## config.mk

```make
export PLATFORM = sky130hd
export DESIGN_NAME = rwsc_top
export DESIGN_NICKNAME = d
export VERILOG_FILES = /design/src/core/rwsc_top.v /design/src/core/rwsc_sync2.v
export VERILOG_INCLUDE_DIRS = /design/src /design/src/core
export SDC_FILE = /design/constraint.sdc
export NUM_CORES = 1
export LEC_CHECK = 0
export ABC_AREA = 0
export ABC_CLOCK_PERIOD_IN_PS = 3600
export BUFFER_PORTS_ARGS = -buffer_cell sky130_fd_sc_hd__buf_2
export CAP_MARGIN = 10
export CORE_MARGIN = 4
export CORE_UTILIZATION = 45
export CTS_BUF_LIST = sky130_fd_sc_hd__clkbuf_4
export CTS_CLUSTER_DIAMETER = 60
export CTS_CLUSTER_SIZE = 20
export DETAILED_ROUTE_END_ITERATION = 8
export PLACE_DENSITY = 0.84
export SETUP_SLACK_MARGIN = 0.15
export SLEW_MARGIN = 20
export SYNTH_ARGS = -nofsm -noshare
export SYNTH_HDL_FRONTEND = slang
export SYNTH_SLANG_ARGS = --single-unit
```

## constraint.sdc

```tcl
create_clock -name pclk -period 3.6 [get_ports pclk]
set_input_delay 0.36 -clock pclk [delete_from_list [all_inputs] [get_ports pclk]]
set_output_delay 0.36 -clock pclk [all_outputs]
set_load 0.005 [all_outputs]
```

## src/core/rwsc_consts.vh

```
`ifndef RWSC_CONSTS_VH
`define RWSC_CONSTS_VH
// register offsets (byte addresses)
`define RWSC_OFF_CTRL    12'h000
`define RWSC_OFF_STATUS  12'h004
`define RWSC_OFF_BYTE_TEST 12'h008
// control register fields
`define RWSC_CTRL_WAKE_EN    0
`define RWSC_CTRL_POL_HIGH   1
`define RWSC_CTRL_PUSH_PULL  2
`define RWSC_CTRL_SLEEP      3
`define RWSC_CTRL_EVT_CLR    4
// status register fields
`define RWSC_ST_STRAP        0
`define RWSC_ST_SPEED100     1
`define RWSC_ST_FULL_DUPLEX  2
`define RWSC_ST_AUTONEG      3
`define RWSC_ST_ASLEEP       4
`define RWSC_ST_EVENT        5
`define RWSC_ST_READ_SEEN    6
// reset values
`define RWSC_CTRL_RESET      5'h00
`define RWSC_BYTE_TEST_VAL   32'h87654321
// timing counts: edges after reset release before the strap sync holds the pin
`define RWSC_STRAP_SETTLE    2'h2
`endif

```

## src/core/rwsc_top.v

```verilog
// Overview of operation
// - reset input low clears all internal logic and registers.
// - undriven reset input falls back to internal power-on reset.
// - when enabled, a detected wake event asserts the wake request.
// - software selects wake request polarity and push-pull or open-drain.
// - wake request does not wake device; only chip select plus write does.
// - while asleep any qualified write wakes, whatever its data.
// - speed strap level is captured when reset is released.
// - strap 0 gives 10M half no autoneg; 1 gives 100M half autoneg.
//
// Local design decisions: the register addresses and register access over APB.
`timescale 1ns/1ps
`include "rwsc_consts.vh"
module rwsc_top (
  // apb clock and reset
  input  wire        pclk,
  input  wire        presetn,
  // power-on reset from the analog cell, active low
  input  wire        por_n,
  // apb slave
  input  wire        psel,
  input  wire        penable,
  input  wire        pwrite,
  input  wire [11:0] paddr,
  input  wire [31:0] pwdata,
  output reg  [31:0] prdata,
  output reg         pready,
  output reg         pslverr,
  // host pins, asynchronous
  input  wire        chip_select_low,
  input  wire        write_strobe_low,
  // speed strap pin and wake event source
  input  wire        speed_sel,
  input  wire        wake_event,
  // wake request pin, two-signal form: level and active-low enable
  output reg         wake_request_out,
  output reg         wake_request_oe_n,
  // default link settings
  output reg         speed100,
  output reg         full_duplex,
  output reg         autoneg_en
);
  // combined reset: pin (pulled up, so open reads high) or power-on
  // either source alone clears everything; the pin never needs a driver
  wire rst_n;
  assign rst_n = presetn & por_n;

  reg  [4:0] ctrl_q;
  reg        asleep_q;
  reg        event_q;
  reg        read_seen_q;
  reg        strap_q;
  reg        strap_taken_q;
  reg  [1:0] strap_cnt_q;
  wire       cs_s;
  wire       wr_s;
  wire       strap_s;
  reg        host_wr_q;
  wire       ctrl_wr;

  // synchronise the asynchronous pins
  rwsc_sync2 #(.RESET_VAL(1'b1)) u_cs (
    .pclk    (pclk),
    .presetn (rst_n),
    .din     (chip_select_low),
    .dout    (cs_s)
  );
  rwsc_sync2 #(.RESET_VAL(1'b1)) u_wr (
    .pclk    (pclk),
    .presetn (rst_n),
    .din     (write_strobe_low),
    .dout    (wr_s)
  );
  rwsc_sync2 #(.RESET_VAL(1'b1)) u_strap (
    .pclk    (pclk),
    .presetn (rst_n),
    .din     (speed_sel),
    .dout    (strap_s)
  );

  // mapped word offsets; feeds the error answer and the read-seen flag
  function rwsc_hit;
    input [11:0] a;
    begin
      rwsc_hit = (a == `RWSC_OFF_CTRL) | (a == `RWSC_OFF_STATUS) |
                 (a == `RWSC_OFF_BYTE_TEST);
    end
  endfunction

  // apb decode; a transfer acts only at the edge that shows pready high,
  // so an access phase held over two edges is never counted twice
  wire acc  = psel & penable;
  wire wr_a = acc & pwrite & pready;
  wire rd_a = acc & ~pwrite & pready;
  wire hit  = rwsc_hit(paddr);

  // an awake, read-qualified write to the control word
  // read opens writes
  assign ctrl_wr = wr_a & read_seen_q & ~asleep_q &
                   (paddr == `RWSC_OFF_CTRL);

  // registered host write qualifier: both strobes low together
  // the syncs reset high like the idle pins, so release shows no write
  always @(posedge pclk or negedge rst_n) begin
    if (!rst_n) begin
      host_wr_q <= 1'b0;
    end else begin
      host_wr_q <= ~cs_s & ~wr_s;
    end
  end

  // strap taken once the sync shows the pin rather than its reset value;
  // the pin must stay put for the first few edges after release
  always @(posedge pclk or negedge rst_n) begin
    if (!rst_n) begin
      strap_cnt_q   <= 2'h0;
      strap_q       <= 1'b0;
      strap_taken_q <= 1'b0;
    end else if (strap_cnt_q != `RWSC_STRAP_SETTLE) begin
      strap_cnt_q <= strap_cnt_q + 2'h1;
    end else if (!strap_taken_q) begin
      strap_q       <= strap_s;
      strap_taken_q <= 1'b1;
    end
  end

  // default link settings from the latched strap
  // half duplex in both cases; only speed and autoneg follow the strap
  always @(posedge pclk or negedge rst_n) begin
    if (!rst_n) begin
      speed100    <= 1'b0;
      full_duplex <= 1'b0;
      autoneg_en  <= 1'b0;
    end else begin
      speed100    <= strap_q;
      full_duplex <= 1'b0;
      autoneg_en  <= strap_q;
    end
  end

  // control register; sleep bit cleared by wake, writes need prior read
  always @(posedge pclk or negedge rst_n) begin
    if (!rst_n) begin
      ctrl_q      <= `RWSC_CTRL_RESET;
      asleep_q    <= 1'b0;
      read_seen_q <= 1'b0;
    end else begin
      if (rd_a && hit)
        read_seen_q <= 1'b1;
      if (asleep_q) begin
        if (host_wr_q || wr_a) begin
          asleep_q                 <= 1'b0;
          ctrl_q[`RWSC_CTRL_SLEEP] <= 1'b0;
          read_seen_q              <= 1'b0; // a read is needed again
        end
      end else if (ctrl_wr) begin
        // the clear bit is a strobe and is never stored
        ctrl_q   <= {1'b0, pwdata[3:0]};
        asleep_q <= pwdata[`RWSC_CTRL_SLEEP];
      end
    end
  end

  // sticky wake event; a new event wins over a clear in the same cycle
  always @(posedge pclk or negedge rst_n) begin
    if (!rst_n) begin
      event_q <= 1'b0;
    end else if (wake_event && ctrl_q[`RWSC_CTRL_WAKE_EN]) begin
      event_q <= 1'b1;
    end else if (ctrl_wr && pwdata[`RWSC_CTRL_EVT_CLR]) begin
      event_q <= 1'b0;
    end
  end

  // wake request pin; open drain only ever pulls to the active level
  // when released, the board pull sets the idle level, not this flop
  always @(posedge pclk or negedge rst_n) begin
    if (!rst_n) begin
      wake_request_out  <= 1'b0;
      wake_request_oe_n <= 1'b1;
    end else begin
      wake_request_out <= event_q ~^ ctrl_q[`RWSC_CTRL_POL_HIGH];
      if (ctrl_q[`RWSC_CTRL_PUSH_PULL])
        wake_request_oe_n <= 1'b0;
      else
        wake_request_oe_n <= ~event_q;
    end
  end

  // apb answer: one wait state, registered outputs
  // pready falls after one cycle, so an access held on is answered again every second edge
  always @(posedge pclk or negedge rst_n) begin
    if (!rst_n) begin
      pready  <= 1'b0;
      pslverr <= 1'b0;
      prdata  <= 32'h00000000;
    end else begin
      pready  <= psel & penable & ~pready;
      pslverr <= psel & penable & ~pready & ~hit;
      prdata  <= 32'h00000000;
      if (psel && penable && !pready && !pwrite) begin
        case (paddr)
          `RWSC_OFF_CTRL:      prdata <= {27'h0, ctrl_q};
          `RWSC_OFF_STATUS:    prdata <= {25'h0, read_seen_q, event_q,
                                          asleep_q, autoneg_en,
                                          full_duplex, speed100, strap_q};
          `RWSC_OFF_BYTE_TEST: prdata <= `RWSC_BYTE_TEST_VAL;
          default:             prdata <= 32'h00000000;
        endcase
      end
    end
  end
endmodule // rwsc_top

```

## src/core/rwsc_sync2.v

```verilog
`timescale 1ns/1ps
// two-flop synchroniser for a level from outside pclk
module rwsc_sync2 #(
  parameter RESET_VAL = 1'b0
) (
  // clock and reset
  input  wire pclk,
  input  wire presetn,
  // level in and out
  input  wire din,
  output reg  dout
);
  reg meta_q;

  // first flop feeds only the second
  always @(posedge pclk or negedge presetn) begin
    if (!presetn) begin
      meta_q <= RESET_VAL;
      dout   <= RESET_VAL;
    end else begin
      meta_q <= din;
      dout   <= meta_q;
    end
  end
endmodule // rwsc_sync2

```

# After elaboration in Yosys (flattened, before gate mapping)
# Cells that the tools add are included.
# totals
ram_bits,0
romBits,0
in_bits,54
wordCells,79
mem_count,0
latchBits,0
register_bits,55
# op_classes
n_bitwise,24
reduce_logical,15
n_eq_ne,4
div,0
multipliers,0
add_sub_neg,1
n_lt_le_gt_ge,0
mux,14
shifts,0
# ops
operator,n
32-bit one-hot mux with 3 select lines,1
32-bit 2-to-1 mux,1
1-bit bitwise AND,12
"12-bit by 3-bit == test with 1-bit output, second input constant",1
"12-bit by 4-bit == test with 1-bit output, second input constant",1
12-bit zero test,1
1-bit 2-to-1 mux,11
1-bit inverter,9
1-bit logical AND,6
2-bit AND reduction,3
4-bit 2-to-1 mux,1
2-bit nonzero test,2
"2-bit by 1-bit adder with 2-bit output, second input constant",1
1-bit zero test,2
"2-bit by 1-bit inequality test with 1-bit output, second input constant",1
"2-bit inequality test, second input constant",1
1-bit bitwise OR,2
1-bit logical OR,1
1-bit XNOR,1

# Longest topological paths before layout
# Gate-level depths: netlist (run 1).
# depth
depth_word,9
mapped_depth,4
depth_no_buf,4

# By module
# Synthesis (run 1) repeated with hierarchy kept, for this count alone.
# hier_totals
hier_cells,116
area_unflattened_um2,1411.4
# modules_own_cells
mod,seq_area_each_um2,instances,cells_per_inst,area_per_inst_um2
rwsc_top,626.9,1,110,1253.7
rwsc_sync2,52.6,3,2,52.6

# Least setup slack after synthesis (run 1)
# Ideal clock, no wire load.
# synth_timing
path_kind,input to register
start,input paddr[7]
end,register ctrl_q[0]
stages,4
setup_ns,0.125
arrival_ns,1.596
n_path_buf,0
setup_slack_ns,1.879
path_cell_list,nor4_2 nand3_2 nor4_4 mux2_4
# synth_between
elab_chain_cells,3
# synth_lines
item,line_no,rtl
from (decl),rwsc_top.v:24,"input wire [11:0] paddr,"
12-bit zero test,-,
1-bit bitwise AND,rwsc_top.v:99,assign ctrl_wr = wr_a & read_seen_q & ~asleep_q &
2-bit AND reduction (no line),-,
to (signal assigned),rwsc_top.v:144,ctrl_q <= `RWSC_CTRL_RESET;
to (signal assigned),rwsc_top.v:158,"ctrl_q <= {1'b0, pwdata[3:0]};"
to (decl),rwsc_top.v:48,reg [4:0] ctrl_q;
# Every way passes these cells.
# A chain may end at the register's enable or synchronous reset.

# Worst setup path after layout (run 1)
# layout_timing
start,register asleep_q
end,register ctrl_q[0]
# layout_between
elab_chain_cells,4
# layout_lines
item,line_no,rtl
from (decl),rwsc_top.v:49,reg asleep_q;
from (signal assigned),rwsc_top.v:159,asleep_q <= pwdata[`RWSC_CTRL_SLEEP];
1-bit inverter (no line) *,-,
1-bit bitwise AND (2 in a row),rwsc_top.v:99,
2-bit AND reduction (no line) *,-,
# Mark *: on every way between the ends. The rest lies on a longest branch, timed or not.

==> flow_summary_export.csv, run 1 <==
group,metric,value,unit
timing,rsz0062_at_grt,"no",
pwr,pwr-share-comb,0.071,
worst_setup_path,cp-end-kind,"flip-flop",
cts,cts_tree,"yes",
cells_and_area,nNetsFinal,216,
floorplan,die_h,64.0,um
worst_setup_path,crit_fanout,6,
floorplan,dieArea,4100,um2
synthesis,ys.flop_type,"dfrtp_1",
timing,finalCritPeriodShare,0.496,
cells_and_area,largest_reg_flops,8,
pwr,p_sw,133,uW
worst_setup_path,start_kind,"flip-flop",
cts,cts_buffers,5,
placed_design,gp_congestion,0.750,
cts,clkSinkCount,31,
detailed_routing,drt-initial-drc-count,11,
pwr,p_seq_frac,0.601,
synthesis,netlist_area,1410,um2
global_routing,grt_max_degree,28,
pwr,switching_share,0.222,
synthesis,ys_ff_latch,31,
timing,min_period,1790,ps
floorplan,core,3030,um2
synthesis,syn_inst,116,
timing,clock_skew,7.43,ps
synthesis,yosys_warnings,0,
placed_design,hpwlAfterDp,2000,um
synthesis,ys_seq_area_frac,0.556,
detailed_routing,drt_wl_total,2440,um
cells_and_area,reg.largest.list,"prdata x8, ctrl_q x4, strap_cnt_q x2",
timing,tns,0,ps
detailed_routing,drtPass1Iterations,4,
pwr,p_int,466,uW
hold_path,min_path_type,"primary input to flip-flop",
cts,cts-root-buf,"clkbuf_4",
floorplan,rows,20,
global_routing,grt_overflow,0,
timing,timing.hold.ws,126,ps
cts,clk_path_buf_depth,2,
global_routing,grt_pass1_wl,4080,um
timing,hold_viol_final,0,
detailed_routing,drcViolationCount,0,
timing,tightestPinTransition,585,ps
cts,clkLatencyLatePin,320,ps
detailed_routing,wl_per_cell,11.8,um
cts,htree_levels,2,
synthesis,synth_cell_types,37,
synthesis,synth_most_common_cell,"buf_4",
timing,fmax,560,MHz
cts,cts_hold_buf,0,
cts,post_cts_buffers,0,
detailed_routing,via_count,920,
global_routing,antenna_found_initial,0,
detailed_routing,ant_nets,0,
global_routing,track_usage,0.132,
floorplan,io_pins,93,
timing,setup_violations,0,
worst_setup_path,worstSetupPathType,"flip-flop to flip-flop",
global_routing,first_global_vias,932,
pwr,p_clk_frac,0.328,
timing,final_max_slew_viol_count,0,
cts,post_cts_resized,0,
synthesis,postSynth.asyncResetShare,1.00,
cells_and_area,drive_gt1_frac,0.481,
cells_and_area,n_antenna_cell,0,
synthesis,synth_top_cell_area_share,0.426,
pwr,power.leakage,0.000863,uW
placed_design,port_buffers,50,
cells_and_area,final_core_util,0.540,
synthesis,synth.largest_area_cell,"dfrtp_1",
synthesis,syn_avg_cell_area,12.2,um2
synthesis,ys_top_cells_by_count,"buf_4 (26), dfrtp_1 (24), dfstp_2 (7)",
floorplan,die_w,64.0,um
job,cap_viol_max_count,0,
outcome,status,"completed",
cells_and_area,top_register,"prdata",
synthesis,synth_edf_count,0,
worst_setup_path,worstPathArrival,2000,ps
pwr,ir_worst_vdd,0.000219,V
pwr,powerDensity,366,nW/um2
synthesis,synth.area.top_cells,"dfrtp_1 (43%), buf_4 (14%), dfstp_2 (13%), mux2_4 (3.2%), nor4_4 (3.0%)",
cells_and_area,area.growth.synth_to_final,16.0,%
timing,timing.slew.headroom,0.610,
floorplan,initial_core_util,0.466,
cts,clk_pin_slew,90,ps
worst_setup_path,crit_required,3820,ps
detailed_routing,avgViaCountPerCell,4.47,
==> power groups by stage <==
stage | clock, uW | combinational [uW] | sequential [uW]
finish | 196 | 42.8 | 360
CTS | 204 | 43.4 | 360
floorplan | 0 | 31.3 | 366
global placement | 0 | 40.9 | 366
detailed placement | 0 | 43.3 | 367
global route | 224 | 49.0 | 361
==> worst paths after layout <==
check | from | end | slack, ps | depth (start not counted)
worst max-delay path | asleep_q$_DFF_PN0_ | ctrl_q[0]$_DFFE_PN0P_ | 1810 | 3
worst min-delay path | speed_sel | u_strap.meta_q$_DFF_PN1_ | 130 | 1
worst max register to register | asleep_q$_DFF_PN0_ | ctrl_q[0]$_DFFE_PN0P_ | 1810 | 3
worst min register to register | u_cs.meta_q$_DFF_PN1_ | u_cs.dout$_DFF_PN1_ | 360 | 0
max in group asynchronous | presetn | prdata[0]$_DFF_PN0_ | 2950 | 3
min in group asynchronous | por_n | strap_cnt_q[0]$_DFFE_PN0P_ | 140 | 2
==> cells in the final DEF (no fill, tap or decap), types with 2 or more instances in the layout <==
master     n
clkbuf_4   7
nor4_4     2
inv_1      4
mux2_4     3
or2_2      2
xnor2_1    2
nand2b_1   4
conb_1    15
dfrtp_1   24
nor2_1     6
dfstp_2    7
nand2_1    4
nor3_1     2
and3_1     2
a21oi_1    4
o21ai_0    2
buf_2     50
==> stage by stage <==
stage,std cells,instance area [um2],power [uW],worst slack (ps)
after floorplan,130,1460,397,1880
after global placement,198,1580,407,1660
after detailed placement,198,1580,410,1610
after CTS,206,1640,607,1800
after global routing,206,1640,634,1710
final,206,1640,599,1810
==> cell type report <==
cell class	instances	area, um2
inverter	4	15.0
tap	44	55.1
clock buffer	7	52.6
timing repair buffer	51	258
multi-input combinational	68	467
clock inverter	1	5.00
fill	261	1390
sequential	31	785
==> critical path, stage by stage, from the launching register on <==
cell and delay (ps):
dfrtp_1 420, or4b_4 500, nor4_4 400, mux2_4 350
==> routing by layer <==
metal | up-vias | global-route usage | share of wire
met2 | 39 | 0.249 | 0.56
met3 | 3 | 0.0685 | 0.093
met4 | 0 | 0.0404 | 0.0078
met5 | - | 0 | 0
met1 | 438 | 0.121 | 0.34
li1 | 440 | - | -
==> logic make-up (layout without fill, tap and decap cells) <==
logic type,Yosys count,count (layout),synth area share
XOR/XNOR,2,2,0.0124
buffers and inverters,31,63,0.152
flip-flops,31,31,0.556
AND/OR/NAND/NOR,33,33,0.165
multiplexers,5,5,0.0470
adder cells (fa/ha/maj),1,1,0.00886
AO/OA/AOI/OAI,12,12,0.0567
other,1,15,0.00266
No activity file was read; power rests on OpenSTA's default activity.
==> inputs of run 2 (changes only) <==
ABC_AREA = 1   (was 0)
ABC_CLOCK_PERIOD_IN_PS = 1400   (was 3600)
CORE_UTILIZATION = 39   (was 45)
PLACE_DENSITY = 0.76   (was 0.84)
clock period = 1.4 ns   (was 3.6 ns; I/O delays follow)
==> run 2 against run 1 <==
Net effect:
- clock power grew to 2.6 times the previous value
- fmax is 44% higher
- critical endpoint is now event_q$_DFFE_PN0P_
- sequential power grew to 2.6 times the previous value
- clock-buffer cell count stayed put
==> flow_summary_export.csv, run 2 <==
group,metric,value,unit
outcome,status,"completed",
cells_and_area,nNetsFinal,264,
worst_setup_path,critPathSlowestCell,"dfrtp_1",
worst_setup_path,worstSetupPathType,"flip-flop to flip-flop",
floorplan,dieArea,4820,um2
global_routing,antenna_found_initial,0,
detailed_routing,drcViolationCount,0,
job,cap_viol_max_count,0,
pwr,ir_worst_vdd,0.000491,V
timing,tns,0,ps
pwr,power.leakage,0.00100,uW
pwr,p_clk_frac,0.327,
timing,min_period,1240,ps
detailed_routing,drt-initial-drc-count,21,
worst_setup_path,cpPeakStageDelay,420,ps
worst_setup_path,worstPathArrival,1460,ps
synthesis,postSynth.asyncResetShare,1.00,
hold_path,min_path_type,"primary input to flip-flop",
synthesis,synth_top_cell_area_share,0.408,
cts,cts-root-buf,"clkbuf_4",
timing,setup_violations,0,
pwr,powerDensity,868,nW/um2
cells_and_area,n_antenna_cell,0,
cells_and_area,largest_reg_flops,8,
global_routing,grt_overflow,0,
cts,clk_pin_slew,90,ps
worst_setup_path,crit_required,1620,ps
cts,clkSinkCount,31,
timing,fin_ws,163,ps
detailed_routing,ant_nets,0,
cts,htree_levels,2,
timing,fmax,809,MHz
cells_and_area,multi_input_area,474,um2
global_routing,grt_max_degree,32,
timing,timing.hold.ws,35.9,ps
timing,clock_skew,9.24,ps
global_routing,track_usage,0.107,
synthesis,synth_edf_count,0,
timing,rsz0062_at_grt,"yes",
global_routing,first_global_vias,911,
placed_design,hpwlAfterDp,1990,um
synthesis,synth.area.top_cells,"dfrtp_1 (41%), buf_4 (13%), dfstp_2 (12%), nand2_1 (6.6%), inv_1 (4.3%)",
synthesis,synth_cell_types,25,
detailed_routing,avgViaCountPerCell,4.17,
detailed_routing,drtPass1Iterations,4,
synthesis,ys.flop_type,"dfrtp_1",
cells_and_area,final_common_cell,"buf_2",
cells_and_area,drive_gt1_frac,0.414,
cells_and_area,top_register,"prdata",
cells_and_area,final_cell_mix,"buf_2 (50), nand2_1 (26), dfrtp_1 (24)",
cts,cts_buffers,5,
synthesis,syn_inst,153,
worst_setup_path,crit_chain,"nand4_1 -> nor2_2 -> nand3_4 -> o21ai_2 -> nand2_1",
worst_setup_path,crit_fanout,8,
pwr,switching_share,0.228,
timing,finalCritPeriodShare,0.883,
floorplan,io_pins,93,
detailed_routing,drt_wl_total,2540,um
pwr,pwr-share-comb,0.081,
global_routing,grt_pass1_wl,3960,um
synthesis,ys_seq_area_frac,0.533,
detailed_routing,via_count,1075,
floorplan,die_w,69.5,um
timing,hold_viol_final,0,
worst_setup_path,start_kind,"flip-flop",
floorplan,initial_core_util,0.402,
placed_design,port_buffers,50,
placed_design,gp_congestion,0.735,
detailed_routing,wl_per_cell,9.85,um
cells_and_area,area.growth.synth_to_final,22.4,%
floorplan,die_h,69.5,um
pwr,p_seq_frac,0.591,
placed_design,pre_cts_slack,137,ps
synthesis,yosys_warnings,0,
synthesis,ys_ff_latch,31,
synthesis,syn_avg_cell_area,9.63,um2
cells_and_area,regArea,785,um2
cts,cts_tree,"yes",
floorplan,core,3660,um2
cts,clk_path_buf_depth,2,
synthesis,ys_top_cells_by_count,"buf_4 (26), nand2_1 (26), dfrtp_1 (24)",
pwr,p_int,1210,uW
cells_and_area,final_core_util,0.492,
cells_and_area,fill_cells,349,
synthesis,synth.largest_area_cell,"dfrtp_1",
floorplan,rows,22,
worst_setup_path,cp-end-kind,"flip-flop",
synthesis,netlist_area,1470,um2
cells_and_area,reg.largest.list,"prdata x8, ctrl_q x4, strap_cnt_q x2",
pwr,p_sw,357,uW
timing,final_max_slew_viol_count,0,
cts,clkLatencyLatePin,320,ps
==> run 2: final timing paths <==
check	slack [ps]	end	start	depth (start not counted)
max	160	event_q$_DFFE_PN0P_	pready$_DFF_PN0_	5
min	40	ctrl_q[2]$_DFFE_PN0P_	pwdata[2]	3
max reg2reg	160	event_q$_DFFE_PN0P_	pready$_DFF_PN0_	5
min reg2reg	360	u_wr.dout$_DFF_PN1_	u_wr.meta_q$_DFF_PN1_	0
max in group asynchronous	650	u_wr.dout$_DFF_PN1_	presetn	5
min in group asynchronous	420	event_q$_DFFE_PN0P_	por_n	5
==> run 2: repair_timing <==
action,CTS,global route
setup buffers,0,2
hold buffers,5,1
pin swaps,0,2
endpoints found under the hold margin,27,1
gates resized for setup,1,1
endpoints found under the setup margin,1,4
==> run 2: layer usage <==
metal  routed length [um]  vias to the layer above  share of wire  track usage
met4                   36                        0          0.014       0.0390
met2                 1250                       46           0.49        0.168
met1                  975                      482           0.38        0.118
met3                  282                        5           0.11       0.0652
met5                    0                        -              0            0
li1                     -                      542              -            -
==> run 2: area by class of cell <==
class                      count  share of cell area
multi-input combinational     90               0.263
sequential                    31               0.435
inverter                      19              0.0396
tap                           48              0.0333
timing repair buffer          62               0.197
clock buffer                   7              0.0291
clock inverter                 1             0.00278
==> run 2: cell families after synthesis <==
logic type      synth area share
compound gates            0.0374
buf+inv                    0.189
flops                      0.533
fa+ha+maj                0.00849
xor+xnor                  0.0119
other cells              0.00255
simple gates               0.218
==> run 2: metrics by stage <==
step,area (um2),power [uW],instances
2_1_floorplan,1530,1030,167
3_3_place_gp,1660,1050,242
3_5_place_dp,1660,1060,242
4_1_cts,1770,1590,255
5_1_grt,1800,1660,258
6_report,1800,1570,258
==> run 2: critical path: cells and delay by family, from the launching register on <==
kind / cells / cell delay, ps
DFF: 1 / 420
AOI/OAI and AO/OA: 1 / 140
and+or+nand+nor: 4 / 580
==> run 2: power groups by stage <==
| stage | clock [uW] | combinational, uW | sequential (uW) |
|---|---|---|---|
| detailed placement | 0 | 115 | 943 |
| global route | 589 | 146 | 928 |
| CTS | 537 | 126 | 926 |
| floorplan | 0 | 86.2 | 942 |
| global placement | 0 | 112 | 942 |
| finish | 512 | 127 | 926 |
==> inputs of run 3 (changes only) <==
==> constraint.sdc (replaced) <==
create_clock -name pclk -period 1.4 [get_ports pclk]
set_input_delay 0.42 -clock pclk [delete_from_list [all_inputs] [get_ports pclk]]
set_output_delay 0.42 -clock pclk [all_outputs]
set_load 0.005 [all_outputs]
==> run 3 against run 2 <==
Net effect:
- total power decreased by 0.28%
- worst setup slack got worse by 150 ps
- core utilization decreased by 0.75 points
- flip-flop and latch count unchanged
- first-iteration DRC count decreased by 9.5%
- non-clock buffer count decreased by 4
- die area unchanged
- combinational power decreased by 5%
- sequential power about the same
- fmax decreased by 11%
- largest cell class unchanged
- wire length increased by 0.75%
- global-route usage increased by 0.88 points
==> flow_summary_export.csv, run 3 (synthesis gave the netlist of run 2 again) <==
group,metric,value,unit
cells_and_area,final_cell_mix,"buf_2 (50), nand2_1 (26), dfrtp_1 (23)",
timing,min_period,1380,ps
global_routing,grt_overflow,0,
worst_setup_path,cp_top_family,"flip-flops",
detailed_routing,ant_nets,0,
cts,cts_buffers,5,
global_routing,track_usage,0.116,
pwr,p_total,1560,uW
pwr,powerDensity,879,nW/um2
detailed_routing,wl_per_cell,10.1,um
pwr,power.leakage,0.000976,uW
detailed_routing,drt-initial-drc-count,19,
timing,finalCritPeriodShare,0.989,
worst_setup_path,reg2reg_depth,5,
cts,cts_tree,"yes",
timing,timing.hold.ws,146,ps
worst_setup_path,critPathBufInv,1,
worst_setup_path,crit_fanout,1,
floorplan,io_pins,93,
cells_and_area,nNetsFinal,260,
global_routing,antenna_found_initial,0,
worst_setup_path,cp.depth,1,
worst_setup_path,regToRegStartpoint,"pready$_DFF_PN0_",
worst_setup_path,crit_required,980,ps
timing,tns,0,ps
hold_path,min_path_type,"primary input to asynchronous set/reset pin",
cells_and_area,area.growth.synth_to_final,20.6,%
placed_design,gp_congestion,0.760,
floorplan,die_h,69.5,um
cells_and_area,largest_reg_flops,8,
timing,fmax,722,MHz
global_routing,grt_pass1_wl,4300,um
cells_and_area,final_common_cell,"buf_2",
global_routing,first_global_vias,999,
timing,hold_viol_final,0,
job,cap_viol_max_count,0,
worst_setup_path,setup.worst_path.start,"wake_request_oe_n$_DFF_PN1_",
placed_design,port_buffers,50,
pwr,ir_worst_vdd,0.000487,V
worst_setup_path,start_kind,"flip-flop",
worst_setup_path,cpPeakStageDelay,530,ps
worst_setup_path,reg2reg_to,"event_q$_DFFE_PN0P_",
detailed_routing,drcViolationCount,0,
worst_setup_path,worstPathArrival,960,ps
cells_and_area,reg.largest.list,"prdata x8, ctrl_q x4, strap_cnt_q x2",
cts,htree_levels,2,
outcome,status,"completed",
cts,cts-root-buf,"clkbuf_4",
cts,clk_pin_slew,100,ps
timing,clock_skew,9.77,ps
cts,clk_path_buf_depth,2,
cts,clkLatencyLatePin,340,ps
timing,final_max_slew_viol_count,0,
placed_design,placed_area,1670,um2
floorplan,dieArea,4820,um2
placed_design,hpwlAfterDp,2000,um
cells_and_area,design_area,1780,um2
timing,setup_violations,0,
cells_and_area,drive_gt1_frac,0.447,
worst_setup_path,worstSetupPathType,"flip-flop to primary output",
global_routing,grt_max_degree,32,
worst_setup_path,critPathSlowestCell,"dfstp_2",
worst_setup_path,cp-end-kind,"primary output",
detailed_routing,via_count,1053,
worst_setup_path,crit_chain,"buf_2",
timing,rsz0062_at_grt,"yes",
worst_setup_path,rrSetupSlack,240,ps
cells_and_area,n_antenna_cell,0,
detailed_routing,drt_wl_total,2560,um
worst_setup_path,endpoint,"wake_request_oe_n",
detailed_routing,avgViaCountPerCell,4.15,
cells_and_area,top_register,"prdata",
cts,clkSinkCount,31,
detailed_routing,drtPass1Iterations,4,
floorplan,core,3660,um2
floorplan,die_w,69.5,um
floorplan,initial_core_util,0.402,
floorplan,rows,22,
==> run 3: changes by cell type in the layout (fill, tap and decap cells not counted), moves of 2 or more <==
cell,before,now
clkinvlp_4,0,2
clkbuf_4,7,5
dlygate4sd3_1,6,0
nor2_4,2,4
nor2_2,2,0
buf_4,6,8
inv_2,2,4
inv_1,17,15
==> run 3: worst min-delay path by stage <==
stage                              from  cells after the start                      to
2_1_floorplan     u_cs.meta_q$_DFF_PN1_                      0     u_cs.dout$_DFF_PN1_
3_3_place_gp      u_cs.meta_q$_DFF_PN1_                      0     u_cs.dout$_DFF_PN1_
3_5_place_dp   u_strap.meta_q$_DFF_PN1_                      0  u_strap.dout$_DFF_PN1_
4_1_cts                 chip_select_low                      1   u_cs.meta_q$_DFF_PN1_
5_1_grt                 chip_select_low                      1   u_cs.meta_q$_DFF_PN1_
6_report                          por_n                      4     strap_q$_DFFE_PN0P_
==> run 3: layout make-up <==
cell class	instances	area, um2
Tap cell	48	60.1
Clock inverter	3	20.0
Multi-Input combinational cell	90	490
Timing Repair Buffer	58	310
Inverter	19	71.3
Sequential cell	31	786
Clock buffer	5	37.5
Fill cell	339	1890
==> run 3: metrics by stage <==
step	instances	utilization	setup WS, ps
6_report	254	0.485	15.1
5_1_grt	254	0.485	-44.2
4_1_cts	253	0.475	-10.3
3_5_place_dp	244	0.457	-40.0
3_3_place_gp	244	0.457	-7.04
2_1_floorplan	167	-	218
==> run 3: what timing repair did <==
action | 4_1_cts | 5_1_grt
setup buffers | 1 | 1
resized for setup | 1 | 7
hold buffers | 0 | 0
pin swaps | 0 | 1
endpoints found under the setup margin | 25 | 32
==> run 3: metal layers <==
layer	part of all wire	vias to the layer above	wire, um	track usage
met3	0.12	7	295	0.0623
li1	-	534	-	-
met1	0.40	463	1030	0.130
met2	0.46	49	1190	0.181
met5	0	-	0	0
met4	0.018	0	47	0.0521
==> run 3: report_power, final <==
group | total, uW | switching, uW | leakage (uW) | internal [uW]
Clock | 514 | 323 | 0.0000272 | 191
Sequential | 926 | 7.32 | 0.000387 | 918
Combinational | 121 | 72.9 | 0.000561 | 48.4
Total | 1560 | 403 | 0.000976 | 1160
